File: src/phy_led_pkg.sv
// Constants and carrier types for the indicator, strap and interrupt block.
`default_nettype none
package phy_led_pkg;
   // Core clock rate and the timing figures derived from it.
   localparam int CLK_HZ = 20_000_000;
   localparam int RESET_SETTLE_US = 1000;
   localparam int RESET_SETTLE_CYCLES =
      (CLK_HZ / 1_000_000) * RESET_SETTLE_US;
   localparam int BLINK_SLOW_HZ = 10;
   localparam int BLINK_FAST_HZ = 20;
   localparam int BLINK_SLOW_HALF_CYCLES = CLK_HZ / (2 * BLINK_SLOW_HZ);
   localparam int BLINK_FAST_HALF_CYCLES = CLK_HZ / (2 * BLINK_FAST_HZ);
   localparam int CNT_W = 21;

   // Register indices; the byte address is four times the index.
   localparam logic [5:0] IDX_STRAP = 6'h14;
   localparam logic [5:0] IDX_INT_STATUS = 6'h17;
   localparam logic [5:0] IDX_INT_ENABLE = 6'h18;
   localparam logic [5:0] IDX_IND_CONFIG = 6'h1b;
   localparam int REG_W = 16;
   localparam logic [15:0] REG_RESET = 16'h0000;

   // Strap register bit positions.
   localparam int STRAP_SPEED10_BIT = 7;
   localparam int STRAP_ACTIVITY_BIT = 6;
   localparam int STRAP_LINK_BIT = 5;
   localparam int STRAP_DUPLEX_BIT = 4;
   localparam int STRAP_SPEED100_BIT = 3;

   // Indicator pin positions in the pin vectors.
   localparam int LED_SPEED100 = 0;
   localparam int LED_DUPLEX = 1;
   localparam int LED_LINK = 2;
   localparam int LED_ACTIVITY = 3;
   localparam int LED_SPEED10 = 4;
   localparam int LED_N = 5;

   // Configuration and interrupt bit positions.
   localparam int CFG_LINK_BLINK_OFF_BIT = 9;
   localparam int INT_LINK_BIT = 0;
   localparam int INT_SPEED_BIT = 1;
   localparam int INT_DUPLEX_BIT = 2;
   localparam int INT_COLLISION_BIT = 3;
   localparam int INT_N = 4;

   // Status reported by the transceiver core on the same clock.
   typedef struct packed {
      logic speed_100;
      logic link_good;
      logic full_duplex;
      logic collision;
      logic rx_active;
      logic tx_active;
   } phy_status_t;

   // Output half of the indicator pins.
   typedef struct packed {
      logic [4:0] value;
      logic [4:0] enable;
   } led_drive_t;

   typedef enum logic [1:0] {
      RST_HOLD,
      RST_SETTLE,
      RST_WAIT_MDC,
      RST_DONE
   } reset_state_t;
endpackage
`default_nettype wire

File: src/phy_led_strap_and_mgmt_interrupt.sv
// Indicator drive, strap capture, reset completion and management interrupt.
//
// Contract
// Controller supplies the management clock at no more than 2.5 MHz.
// Reset completes only after a management clock transition is seen.
// Interrupt output active while an enabled status bit has changed.
// Reading interrupt status clears it and releases the output; the block instead drives the line low (mgmt_int_oe high).
// Board supplies the reference clock from crystal or oscillator.
// Speed-10 indicator steadily on while the link runs at 10 Mb/s.
// Speed-10 pin pull level latched into strap bit 7 during reset.
// Activity indicator blinks at 10 Hz during receive or transmit.
// Activity pin pull level latched into strap bit 6 during reset.
// Link indicator on with good link, blinks on activity unless bit 9 set.
// Link pin pull level latched into strap bit 5 during reset.
// Duplex indicator steadily on in full duplex.
// Duplex indicator blinks at 20 Hz on collision in half duplex.
// Duplex pin pull level latched into strap bit 4 during reset.
// Speed-100 indicator steadily on while the link runs at 100 Mb/s.
// Speed-100 pin pull level latched into strap bit 3 during reset.
// Reset input is held low at least 1 ms by its driver.
// Reset-done output high only once reset completes, low before.
// Pins undriven in reset; each lights at the inverse of its strap.
// Blink rates come from counters dividing the core clock.
`timescale 1ns/10ps
`default_nettype none

module phy_led_strap_and_mgmt_interrupt
   import phy_led_pkg::*;
#(
   parameter int SETTLE_CYCLES = RESET_SETTLE_CYCLES,
   parameter int SLOW_HALF_CYCLES = BLINK_SLOW_HALF_CYCLES,
   parameter int FAST_HALF_CYCLES = BLINK_FAST_HALF_CYCLES
) (
   input wire logic core_clk,
   input wire logic reset_n,
   input wire logic wb_cyc_i,
   input wire logic wb_stb_i,
   input wire logic wb_we_i,
   input wire logic [7:0] wb_adr_i,
   input wire logic [3:0] wb_sel_i,
   input wire logic [31:0] wb_dat_i,
   output logic [31:0] wb_dat_o,
   output logic wb_ack_o,
   input wire phy_status_t phy_status,
   input wire logic mdc,
   input wire logic [4:0] led_in,
   output led_drive_t led_drive,
   output logic mgmt_int_out,
   output logic mgmt_int_oe,
   output logic reset_done
);

   // Reset sequencer state and its timer.
   reset_state_t rst_state_reg;
   reset_state_t rst_state_next;
   logic [CNT_W-1:0] settle_cnt_reg;
   logic [CNT_W-1:0] settle_cnt_next;
   logic mdc_seen_reg;
   logic mdc_seen_next;

   // Pin synchronisers.
   logic mdc_meta_reg;
   logic mdc_sync_reg;
   logic mdc_prev_reg;
   logic [2:0] mdc_fill_reg;
   logic [4:0] led_meta_reg;
   logic [4:0] led_sync_reg;

   // Software-visible registers and the internal interrupt pending flag.
   logic [REG_W-1:0] strap_latch_reg;
   logic [REG_W-1:0] strap_latch_next;
   logic [REG_W-1:0] interrupt_enable_reg;
   logic [REG_W-1:0] interrupt_enable_next;
   logic [REG_W-1:0] indicator_config_reg;
   logic [REG_W-1:0] indicator_config_next;
   logic [INT_N-1:0] interrupt_status_reg;
   logic [INT_N-1:0] interrupt_status_next;
   logic int_pending_reg;

   // Bus answer registers.
   logic ack_reg;
   logic [31:0] rd_data_reg;
   logic [31:0] rd_data_next;

   // Blink dividers and indicator drive.
   logic [CNT_W-1:0] slow_cnt_reg;
   logic [CNT_W-1:0] fast_cnt_reg;
   logic slow_phase_reg;
   logic fast_phase_reg;
   logic [4:0] led_lit;
   logic [4:0] led_value_reg;
   logic [4:0] led_value_next;
   logic [4:0] led_enable_reg;

   // Previous status snapshot for change detection.
   phy_status_t status_prev_reg;

   // Decoded strobes and helper wires.
   logic bus_take;
   logic bus_write;
   logic bus_read;
   logic [5:0] bus_idx;
   logic status_clear;
   logic [INT_N-1:0] int_events;
   logic mdc_edge;
   logic settle_over;
   logic is_done;
   logic any_activity;
   logic link_10;
   logic link_100;
   logic slow_wrap;
   logic fast_wrap;

   // Merges a bus write into a 16-bit register honouring the low lanes.
   function automatic logic [REG_W-1:0] merge_write(
      input logic [REG_W-1:0] old_val,
      input logic [31:0] data,
      input logic [3:0] sel
   );
      logic [REG_W-1:0] result;
      result = old_val;
      if (sel[0]) begin
         result[7:0] = data[7:0];
      end
      if (sel[1]) begin
         result[15:8] = data[15:8];
      end
      return result;
   endfunction

   // Bus decode: a request is taken once, in the cycle before ack rises.
   assign bus_take = wb_cyc_i & wb_stb_i & ~ack_reg;
   assign bus_write = bus_take & wb_we_i;
   assign bus_read = bus_take & ~wb_we_i;
   assign bus_idx = wb_adr_i[7:2];
   assign status_clear = bus_read & (bus_idx == IDX_INT_STATUS);

   // Read multiplexer; unmapped indices read as zero.
   always_comb begin
      rd_data_next = rd_data_reg;
      if (bus_read) begin
         unique case (bus_idx)
            IDX_STRAP: rd_data_next = {16'h0000, strap_latch_reg};
            IDX_INT_STATUS: rd_data_next = {28'h0000000, interrupt_status_reg};
            IDX_INT_ENABLE: rd_data_next = {16'h0000, interrupt_enable_reg};
            IDX_IND_CONFIG: rd_data_next = {16'h0000, indicator_config_reg};
            default: rd_data_next = 32'h00000000;
         endcase
      end
   end

   // Writable registers; the strap and status registers ignore writes.
   assign interrupt_enable_next =
      (bus_write && bus_idx == IDX_INT_ENABLE) ?
      merge_write(interrupt_enable_reg, wb_dat_i, wb_sel_i) :
      interrupt_enable_reg;
   assign indicator_config_next =
      (bus_write && bus_idx == IDX_IND_CONFIG) ?
      merge_write(indicator_config_reg, wb_dat_i, wb_sel_i) :
      indicator_config_reg;

   // Bus answer: ack follows one cycle after the request is seen.
   always_ff @(posedge core_clk) begin
      if (!reset_n) begin
         ack_reg <= 1'b0;
         rd_data_reg <= 32'h00000000;
         interrupt_enable_reg <= REG_RESET;
         indicator_config_reg <= REG_RESET;
      end else begin
         ack_reg <= bus_take;
         rd_data_reg <= rd_data_next;
         interrupt_enable_reg <= interrupt_enable_next;
         indicator_config_reg <= indicator_config_next;
      end
   end

   assign wb_ack_o = ack_reg;
   assign wb_dat_o = rd_data_reg;

   // The first stage of each synchroniser feeds only the second.
   always_ff @(posedge core_clk) begin
      if (!reset_n) begin
         mdc_meta_reg <= 1'b0;
         mdc_sync_reg <= 1'b0;
         mdc_prev_reg <= 1'b0;
         mdc_fill_reg <= 3'h0;
         led_meta_reg <= 5'h00;
         led_sync_reg <= 5'h00;
      end else begin
         mdc_meta_reg <= mdc;
         mdc_sync_reg <= mdc_meta_reg;
         mdc_prev_reg <= mdc_sync_reg;
         mdc_fill_reg <= {mdc_fill_reg[1:0], 1'b1};
         led_meta_reg <= led_in;
         led_sync_reg <= led_meta_reg;
      end
   end

   // Either edge of the management clock counts as a transition.
   // Edges are ignored until the history has refilled after reset, or a
   // clock resting high would look like a transition and end reset early.
   assign mdc_edge = (mdc_sync_reg ^ mdc_prev_reg) & mdc_fill_reg[2];
   assign settle_over = (settle_cnt_reg == CNT_W'(SETTLE_CYCLES - 1));
   assign is_done = (rst_state_reg == RST_DONE);

   // Reset sequencer: hold one cycle, settle, then wait for the clock.
   // The first cycle after release is spent in hold, which fills only the first
   // pin synchroniser stage, so the earliest strap sample still reads reset zeros.
   always_comb begin
      rst_state_next = rst_state_reg;
      settle_cnt_next = settle_cnt_reg;
      mdc_seen_next = mdc_seen_reg | mdc_edge;
      unique case (rst_state_reg)
         RST_HOLD: begin
            rst_state_next = RST_SETTLE;
            settle_cnt_next = '0;
         end
         RST_SETTLE: begin
            settle_cnt_next = settle_cnt_reg + CNT_W'(1);
            if (settle_over) begin
               rst_state_next = RST_WAIT_MDC;
            end
         end
         RST_WAIT_MDC: begin
            if (mdc_seen_next) begin
               rst_state_next = RST_DONE;
            end
         end
         RST_DONE: begin
            rst_state_next = RST_DONE;
         end
      endcase
   end

   always_ff @(posedge core_clk) begin
      if (!reset_n) begin
         rst_state_reg <= RST_HOLD;
         settle_cnt_reg <= '0;
         mdc_seen_reg <= 1'b0;
      end else begin
         rst_state_reg <= rst_state_next;
         settle_cnt_reg <= settle_cnt_next;
         mdc_seen_reg <= mdc_seen_next;
      end
   end

   assign reset_done = is_done;

   // Straps follow the undriven pins until reset completes, then freeze.
   // Sampling continuously rather than once rides out slow pull edges.
   always_comb begin
      strap_latch_next = strap_latch_reg;
      if (rst_state_reg == RST_SETTLE || rst_state_reg == RST_WAIT_MDC) begin
         strap_latch_next[STRAP_SPEED10_BIT] = led_sync_reg[LED_SPEED10];
         strap_latch_next[STRAP_ACTIVITY_BIT] =
            led_sync_reg[LED_ACTIVITY];
         strap_latch_next[STRAP_LINK_BIT] = led_sync_reg[LED_LINK];
         strap_latch_next[STRAP_DUPLEX_BIT] = led_sync_reg[LED_DUPLEX];
         strap_latch_next[STRAP_SPEED100_BIT] =
            led_sync_reg[LED_SPEED100];
      end
   end

   always_ff @(posedge core_clk) begin
      if (!reset_n) begin
         strap_latch_reg <= REG_RESET;
      end else begin
         strap_latch_reg <= strap_latch_next;
      end
   end

   // Blink dividers from the core clock; each phase toggles per half period.
   assign slow_wrap = (slow_cnt_reg == CNT_W'(SLOW_HALF_CYCLES - 1));
   assign fast_wrap = (fast_cnt_reg == CNT_W'(FAST_HALF_CYCLES - 1));

   always_ff @(posedge core_clk) begin
      if (!reset_n) begin
         slow_cnt_reg <= '0;
         fast_cnt_reg <= '0;
         slow_phase_reg <= 1'b0;
         fast_phase_reg <= 1'b0;
      end else begin
         slow_cnt_reg <= slow_wrap ? '0 : slow_cnt_reg + CNT_W'(1);
         fast_cnt_reg <= fast_wrap ? '0 : fast_cnt_reg + CNT_W'(1);
         slow_phase_reg <= slow_phase_reg ^ slow_wrap;
         fast_phase_reg <= fast_phase_reg ^ fast_wrap;
      end
   end

   // Which indicators should be lit this cycle.
   assign any_activity = phy_status.rx_active | phy_status.tx_active;
   assign link_10 = phy_status.link_good & ~phy_status.speed_100;
   assign link_100 = phy_status.link_good & phy_status.speed_100;

   assign led_lit[LED_SPEED10] = link_10;
   assign led_lit[LED_SPEED100] = link_100;
   assign led_lit[LED_ACTIVITY] = any_activity & slow_phase_reg;
   assign led_lit[LED_LINK] = phy_status.link_good &
      ~(any_activity & ~indicator_config_reg[CFG_LINK_BLINK_OFF_BIT] &
        ~slow_phase_reg);
   assign led_lit[LED_DUPLEX] = phy_status.full_duplex |
      (phy_status.collision & fast_phase_reg);

   // The lit level is the inverse of the strap so either pull works.
   // Strap bits sit high in the register, so map them by position.
   assign led_value_next[LED_SPEED10] =
      led_lit[LED_SPEED10] ^ strap_latch_reg[STRAP_SPEED10_BIT];
   assign led_value_next[LED_ACTIVITY] =
      led_lit[LED_ACTIVITY] ^ strap_latch_reg[STRAP_ACTIVITY_BIT];
   assign led_value_next[LED_LINK] =
      led_lit[LED_LINK] ^ strap_latch_reg[STRAP_LINK_BIT];
   assign led_value_next[LED_DUPLEX] =
      led_lit[LED_DUPLEX] ^ strap_latch_reg[STRAP_DUPLEX_BIT];
   assign led_value_next[LED_SPEED100] =
      led_lit[LED_SPEED100] ^ strap_latch_reg[STRAP_SPEED100_BIT];

   // Pins are released until reset completes, so the pulls are readable.
   always_ff @(posedge core_clk) begin
      if (!reset_n) begin
         led_value_reg <= 5'h00;
         led_enable_reg <= 5'h00;
      end else begin
         led_value_reg <= led_value_next;
         led_enable_reg <= {LED_N{is_done}};
      end
   end

   assign led_drive.value = led_value_reg;
   assign led_drive.enable = led_enable_reg;

   // Status change detection; idle until reset completes.
   always_ff @(posedge core_clk) begin
      if (!reset_n) begin
         status_prev_reg <= '0;
      end else begin
         status_prev_reg <= phy_status;
      end
   end

   assign int_events[INT_LINK_BIT] = is_done &
      (phy_status.link_good ^ status_prev_reg.link_good);
   assign int_events[INT_SPEED_BIT] = is_done &
      (phy_status.speed_100 ^ status_prev_reg.speed_100);
   assign int_events[INT_DUPLEX_BIT] = is_done &
      (phy_status.full_duplex ^ status_prev_reg.full_duplex);
   assign int_events[INT_COLLISION_BIT] = is_done &
      (phy_status.collision & ~status_prev_reg.collision);

   // A new event in the clearing cycle survives the clear.
   assign interrupt_status_next =
      (interrupt_status_reg & {INT_N{~status_clear}}) | int_events;

   always_ff @(posedge core_clk) begin
      if (!reset_n) begin
         interrupt_status_reg <= '0;
         int_pending_reg <= 1'b0;
      end else begin
         interrupt_status_reg <= interrupt_status_next;
         int_pending_reg <= |(interrupt_status_next &
            interrupt_enable_reg[INT_N-1:0]);
      end
   end

   // Active-high open-drain: hold the line low until an interrupt is due,
   // then let the board pull-up raise it.
   assign mgmt_int_out = 1'b0;
   assign mgmt_int_oe = ~int_pending_reg;

endmodule // phy_led_strap_and_mgmt_interrupt
`default_nettype wire

File: config.mk
export PLATFORM = sky130hd
export DESIGN_NAME = phy_led_strap_and_mgmt_interrupt
export DESIGN_NICKNAME = d
export VERILOG_FILES = /design/src/phy_led_pkg.sv /design/src/phy_led_strap_and_mgmt_interrupt.sv
export SDC_FILE = /design/constraint.sdc
export NUM_CORES = 1
export LEC_CHECK = 0
export ABC_CLOCK_PERIOD_IN_PS = 1900
export CORE_ASPECT_RATIO = 0.75
export CORE_UTILIZATION = 57
export DETAILED_ROUTE_END_ITERATION = 6
export DONT_BUFFER_PORTS = 1
export GPL_TIMING_DRIVEN = 0
export PLACE_DENSITY = 0.75
export SLEW_MARGIN = 20
export SYNTH_ARGS = -nofsm -noshare
export SYNTH_HDL_FRONTEND = slang
export SYNTH_SLANG_ARGS = --single-unit
File: constraint.sdc
create_clock -name core_clk -period 1.9 [get_ports core_clk]
set_clock_uncertainty 0.15 [all_clocks]
set_input_delay 0.38 -clock core_clk [delete_from_list [all_inputs] [get_ports core_clk]]
set_output_delay 0.38 -clock core_clk [all_outputs]
set_load 0.05 [all_outputs]
[Word level (Yosys, flattened, before mapping)]
Index checks and enable logic that the tools add are counted.
Cells by class
  $add $sub $neg: 3
  eq/ne operators: 12
  multiplexer cells: 6
  bitwise logic cells: 45
  reduce and logical (&&, ||, !) cells: 13
Operators with widths (count)
  one-hot mux 16 bit (4 select lines): 1
  adder 21 x 1 -> 21 bit (second input constant): 3
  one-hot mux 21 bit (2 select lines): 1
  equality test 6 x 5 -> 1 bit (second input constant): 4
  equality test 21 x 15 -> 1 bit (second input constant): 1
  equality test 21 x 19 -> 1 bit (second input constant): 1
  equality test 21 x 20 -> 1 bit (second input constant): 1
  bitwise AND 1 bit: 18
  XOR 1 bit: 11
  NOT 1 bit: 10
  AND reduction 2 bit: 5
  bitwise AND 4 bit: 2
  one-hot mux 2 bit (4 select lines): 1
  equality test 2 bit (second input constant): 2
  2-to-1 mux 2 bit: 2
  inequality test 2 bit (second input constant): 2
  OR 4 bit: 1
  OR reduction 2 bit: 2
  OR reduction 4 bit: 1
  OR 1 bit: 3
  equality test 2 x 1 -> 1 bit (second input constant): 1
  logical AND 1 bit: 2
  logical NOT 2 bit: 1
  nonzero test 2 bit: 1
  other kinds (2): 2
Word-level totals
  flip-flop bits (word level): 169
  output and inout bits: 46
  logic and storage cells: 108

[Longest topological paths before layout]
  depth in word-level cells: 9
  mapped depth: 8
  gate-level depth less buffers: 6

[Worst setup path after synthesis]
OpenSTA, ideal clock, no wires.
  path kind: reg2reg
  start: reg rst_state_reg[1]
  end: reg settle_cnt_reg[16]
  setup time: 0.119 ns
  data arrival time: 1.699 ns
  setup slack: -0.068 ns
  stages on the path, launching flop included: 8
  clock period less this slack: 1.968 ns
  cell sequence: dfxtp_1 -> inv_1 -> ha_1 -> clkbuf_1 -> nand2_1 -> nor4_1 -> nand4_1 -> mux2i_1
Between the ends
  cells in the longest elaborated chain, start to end: 2
RTL lines
  start: declaration: line phy_led_strap_and_mgmt_interrupt.sv:54  | reset_state_t rst_state_reg;
  start signal: assignment: line phy_led_strap_and_mgmt_interrupt.sv:241  | rst_state_reg <= rst_state_next;
  equality test 2 x 1 -> 1 bit / logical NOT 2 bit (equally long branches): line phy_led_strap_and_mgmt_interrupt.sv:213  | unique case (rst_state_reg)
  one-hot mux 21 bit (2 select lines) / nonzero test 2 bit (equally long branches)
  end signal: assignment: line phy_led_strap_and_mgmt_interrupt.sv:242  | settle_cnt_reg <= settle_cnt_next;
  end: declaration: line phy_led_strap_and_mgmt_interrupt.sv:56  | logic [CNT_W-1:0] settle_cnt_reg;
Several ways; a longest one is shown, not always the timed one.
A chain may end at the register's enable or synchronous reset.

[Worst setup path in the final report]
  start: reg fast_cnt_reg[20]
  end: reg fast_cnt_reg[10]
Between the ends
  cells in the longest elaborated chain, start to end: 2
RTL lines
  start: declaration: line phy_led_strap_and_mgmt_interrupt.sv:87  | logic [CNT_W-1:0] fast_cnt_reg;
  start signal: assignment: line phy_led_strap_and_mgmt_interrupt.sv:284  | fast_cnt_reg <= fast_wrap ? '0 : fast_cnt_reg + CNT_W'(1);
  equality test 21 x 19 -> 1 bit: line phy_led_strap_and_mgmt_interrupt.sv:274  | assign fast_wrap = (fast_cnt_reg == CNT_W'(FAST_HALF_CYCLES - 1));
  OR reduction 2 bit (no line)
Every way passes these cells.

==> results_dict.tcl <==
set metrics [dict create \
    status "finished, violations left" \
    failed_checks "setup timing" \
    path_cells "or3b_1 > or4_4 > o21ai_4 > buf_6 > nor2_1" \
    fmax_mhz 505 \
    slew_headroom 0.527 \
    slew_violations 0 \
    min_period_over_period 1.04 \
    cts_tree "done" \
    dpl.hpwl_um 10500 \
    die_w_um 126 \
    grt_max_degree 17 \
    grt_pass1_vias 5211 \
    die_h_um 95.0 \
    routed_via_density 5.86 \
    multi_input_area_mm2 0.00347 \
    drive_above_1_share 0.184 \
    r2r_end "fast_cnt_reg[10]$_SDFF_PP0_" \
    critPathTopFamily "simple AND/OR/NAND/NOR gates" \
    yosysWarningCount 0 \
    wire_per_inst_um 17.3 \
    start_util 0.594 \
    clockRootBuffer "clkbuf_16" \
    cp_slowest_stage_delay_ns 0.52 \
    p_leak_nw 3.36 \
    clock-sinks 153 \
    grt_use_met1 0.352 \
    synth_compound_area_frac 0.0892 \
    nets 865 \
    place_congestion 0.874 \
    nFillCells 770 \
    cp_num_buf_inv 1 \
    coreArea_mm2 0.0111 \
    setup_violations 21 \
    grt-ovfl-total 0 \
    reg2regPathDepth 5 \
    hold_violations 0 \
    hold_end "led_value_reg[1]$_SDFF_PN0_" \
    area_delta_synth_final_pct 24.4 \
    drt_pass1_iterations 5 \
    maxCapViolCount 0 \
    htreeDepth 4 \
    power_density_mw_per_mm2 991 \
    track_usage 0.272 \
    synth_top_family_by_area "simple AND/OR/NAND/NOR gates" \
    slowest_stage "or4_4" \
    design_area_mm2 0.00818 \
    synth-simple-area-share 0.248 \
    ir_drop_uv 786 \
    use_met3 0.0527 \
    die-area_mm2 0.0120 \
    clkTransAtPathRegs_ns 0.07 \
    setup_ws_ns -0.0789 \
    regToRegSetupSlack_ns -0.08 \
    postSynth.asyncResetShare 0 \
    end_kind "flop" \
    antenna_found_initial 0 \
    ys.flop_type "dfxtp_1" \
    synthCells 714 \
    cp_max_fo 5 \
    synth_area_mm2 0.00658 \
    startpoint_type "flop" \
    seq_area_mm2 0.00310 \
    dr.first_iter.drc_count 478 \
    hold_start "phy_status[3]" \
    ios 107 \
    min_path_type "input pin to flop" \
    vias 5560 \
    synth.yosys.seq_area_share 0.466 \
    cts_made_buffers 17 \
    synth_xor_area_frac 0.0506 \
    r2r_start "fast_cnt_reg[20]$_SDFF_PP0_" \
    grt_pass1_wl_um 25500 \
    synth_seq_cells 153 \
    grt_busiest_layer "met2" \
    wirelength_um 16400 \
    synth-edff-count 0 \
    rsz0062_at_grt "yes" \
    crit_type "flop to flop" \
    whs_path_depth 3 \
    ant_nets 0 \
    period_needed_ns 1.98 \
    required_ns 2.07 \
    hold_slack_ns 0.0421 \
    rows 33 \
    fin_total_pwr_w 0.00810 \
    placed_area_mm2 0.00685 \
    use_met2 0.457 \
    syn_avg_cell_area_um2 9.21 \
    yosysUniqueCellTypes 52 \
    synthAdderAreaFrac 0.0171 \
    max_slew.worst_pin.slew_ns 0.706 \
    crit_arrival_ns 2.15 \
    diodes 0 \
    clock_latency_ns 0.43 \
    synth_mux_area_frac 0.0769 \
    port_buffers 0 \
    drcViolationCount 0 \
    clockBufferDepth 2 \
]
## cells in the final DEF (no fill, tap or decap), types with 9 or more instances in the layout
cell type / n
a21oi_1: 19
and2_1: 25
and3_1: 14
buf_4: 41
clkbuf_1: 15
clkbuf_16: 17
conb_1: 17
dfxtp_1: 134
dfxtp_2: 13
dlygate4sd3_1: 29
inv_1: 12
mux2i_1: 46
nand2_1: 38
nand2b_1: 9
nand3_1: 25
nand4_1: 20
nor2_1: 94
nor3_1: 13
o21ai_0: 14
o31ai_1: 9
or4_1: 10
xnor2_1: 19
xor2_1: 19
## layer usage
layer  wire [µm]  part of all wire
met5           0                 0
met4         232             0.014
met3        1070             0.066
met2        7600              0.46
met1        7450              0.46
## worst register-to-register path: cells and delay by family, from the launching register on
| kind | cells | cell delay (ns) |
|---|---|---|
| AO/OA/AOI/OAI | 1 | 0.29 |
| flip-flops | 1 | 0.32 |
| AND/OR/NAND/NOR | 3 | 0.94 |
| buffers and inverters | 1 | 0.18 |
## Yosys cell counts (15+ instances only)
library cell | instances | share of area
and2_1 | 25 | 0.024
nand3_1 | 30 | 0.023
xor2_1 | 19 | 0.025
o21ai_0 | 15 | 0.011
xnor2_1 | 19 | 0.025
dfxtp_1 | 153 | 0.47
buf_4 | 21 | 0.024
nand2_1 | 39 | 0.022
clkbuf_1 | 22 | 0.013
nor2_1 | 102 | 0.058
a21oi_1 | 24 | 0.018
mux2i_1 | 46 | 0.070
nand4_1 | 20 | 0.019
## area by class of cell
cell class | count | share of cell area
Multi-Input combinational cell | 511 | 0.424
Sequential cell | 153 | 0.379
Timing Repair Buffer | 49 | 0.0548
Clock buffer | 19 | 0.0529
Buffer | 51 | 0.0385
Clock inverter | 13 | 0.0237
Tap cell | 140 | 0.0214
Inverter | 12 | 0.00551
## power breakdown
group / switching [W] / internal [W]
logic: 0.000589 / 0.000406
clock network: 0.00141 / 0.00222
registers: 0.000170 / 0.00331
total: 0.00217 / 0.00594
## timing repair
action                                  in CTS  in global routing
pin swaps                                   14                 12
setup buffers                               15                  3
hold buffers                                28                  1
hold endpoints to repair                    43                  1
gates resized for setup                     46                 41
cloned                                       1                  1
endpoints found under the setup margin     108                 76
## worst max path at each step
stage	startpoint	slack [ns]	end	cells after the start
2_1_floorplan	wb_ack_o$_SDFF_PN0_	0.0006	interrupt_enable_reg[0]$_SDFFE_PN0P_	5
6_report	fast_cnt_reg[20]$_SDFF_PP0_	-0.08	fast_cnt_reg[10]$_SDFF_PP0_	5
4_1_cts	fast_cnt_reg[19]$_SDFF_PP0_	-0.05	fast_phase_reg$_SDFF_PN0_	4
3_5_place_dp	wb_ack_o$_SDFF_PN0_	-0.47	int_pending_reg$_SDFF_PN0_	5
5_1_grt	fast_cnt_reg[0]$_SDFF_PP0_	-0.14	fast_cnt_reg[20]$_SDFF_PP0_	6
3_3_place_gp	wb_ack_o$_SDFF_PN0_	-0.39	int_pending_reg$_SDFF_PN0_	5
## metrics by stage
step / setup WS (ns) / util / std cells / setup TNS (ns)
final: -0.0789 / 0.739 / 948 / -1.33
after global routing: -0.141 / 0.739 / 948 / -2.35
after CTS: -0.0501 / 0.726 / 945 / -0.670
after detailed placement: -0.472 / 0.619 / 870 / -28.65
after global placement: -0.391 / 0.619 / 870 / -25.48
after floorplan: 0.000560 / - / 730 / 0
## cell families after synthesis
kind of cell,count (synthesis)
buffers and inverters,66
other,1
DFF,153
xor gates and xnor gates,38
and+or+nand+nor,312
AOI/OAI and AO/OA,85
muxes,50
adders and majority gates,9
Power figures use the tool's default switching activity.
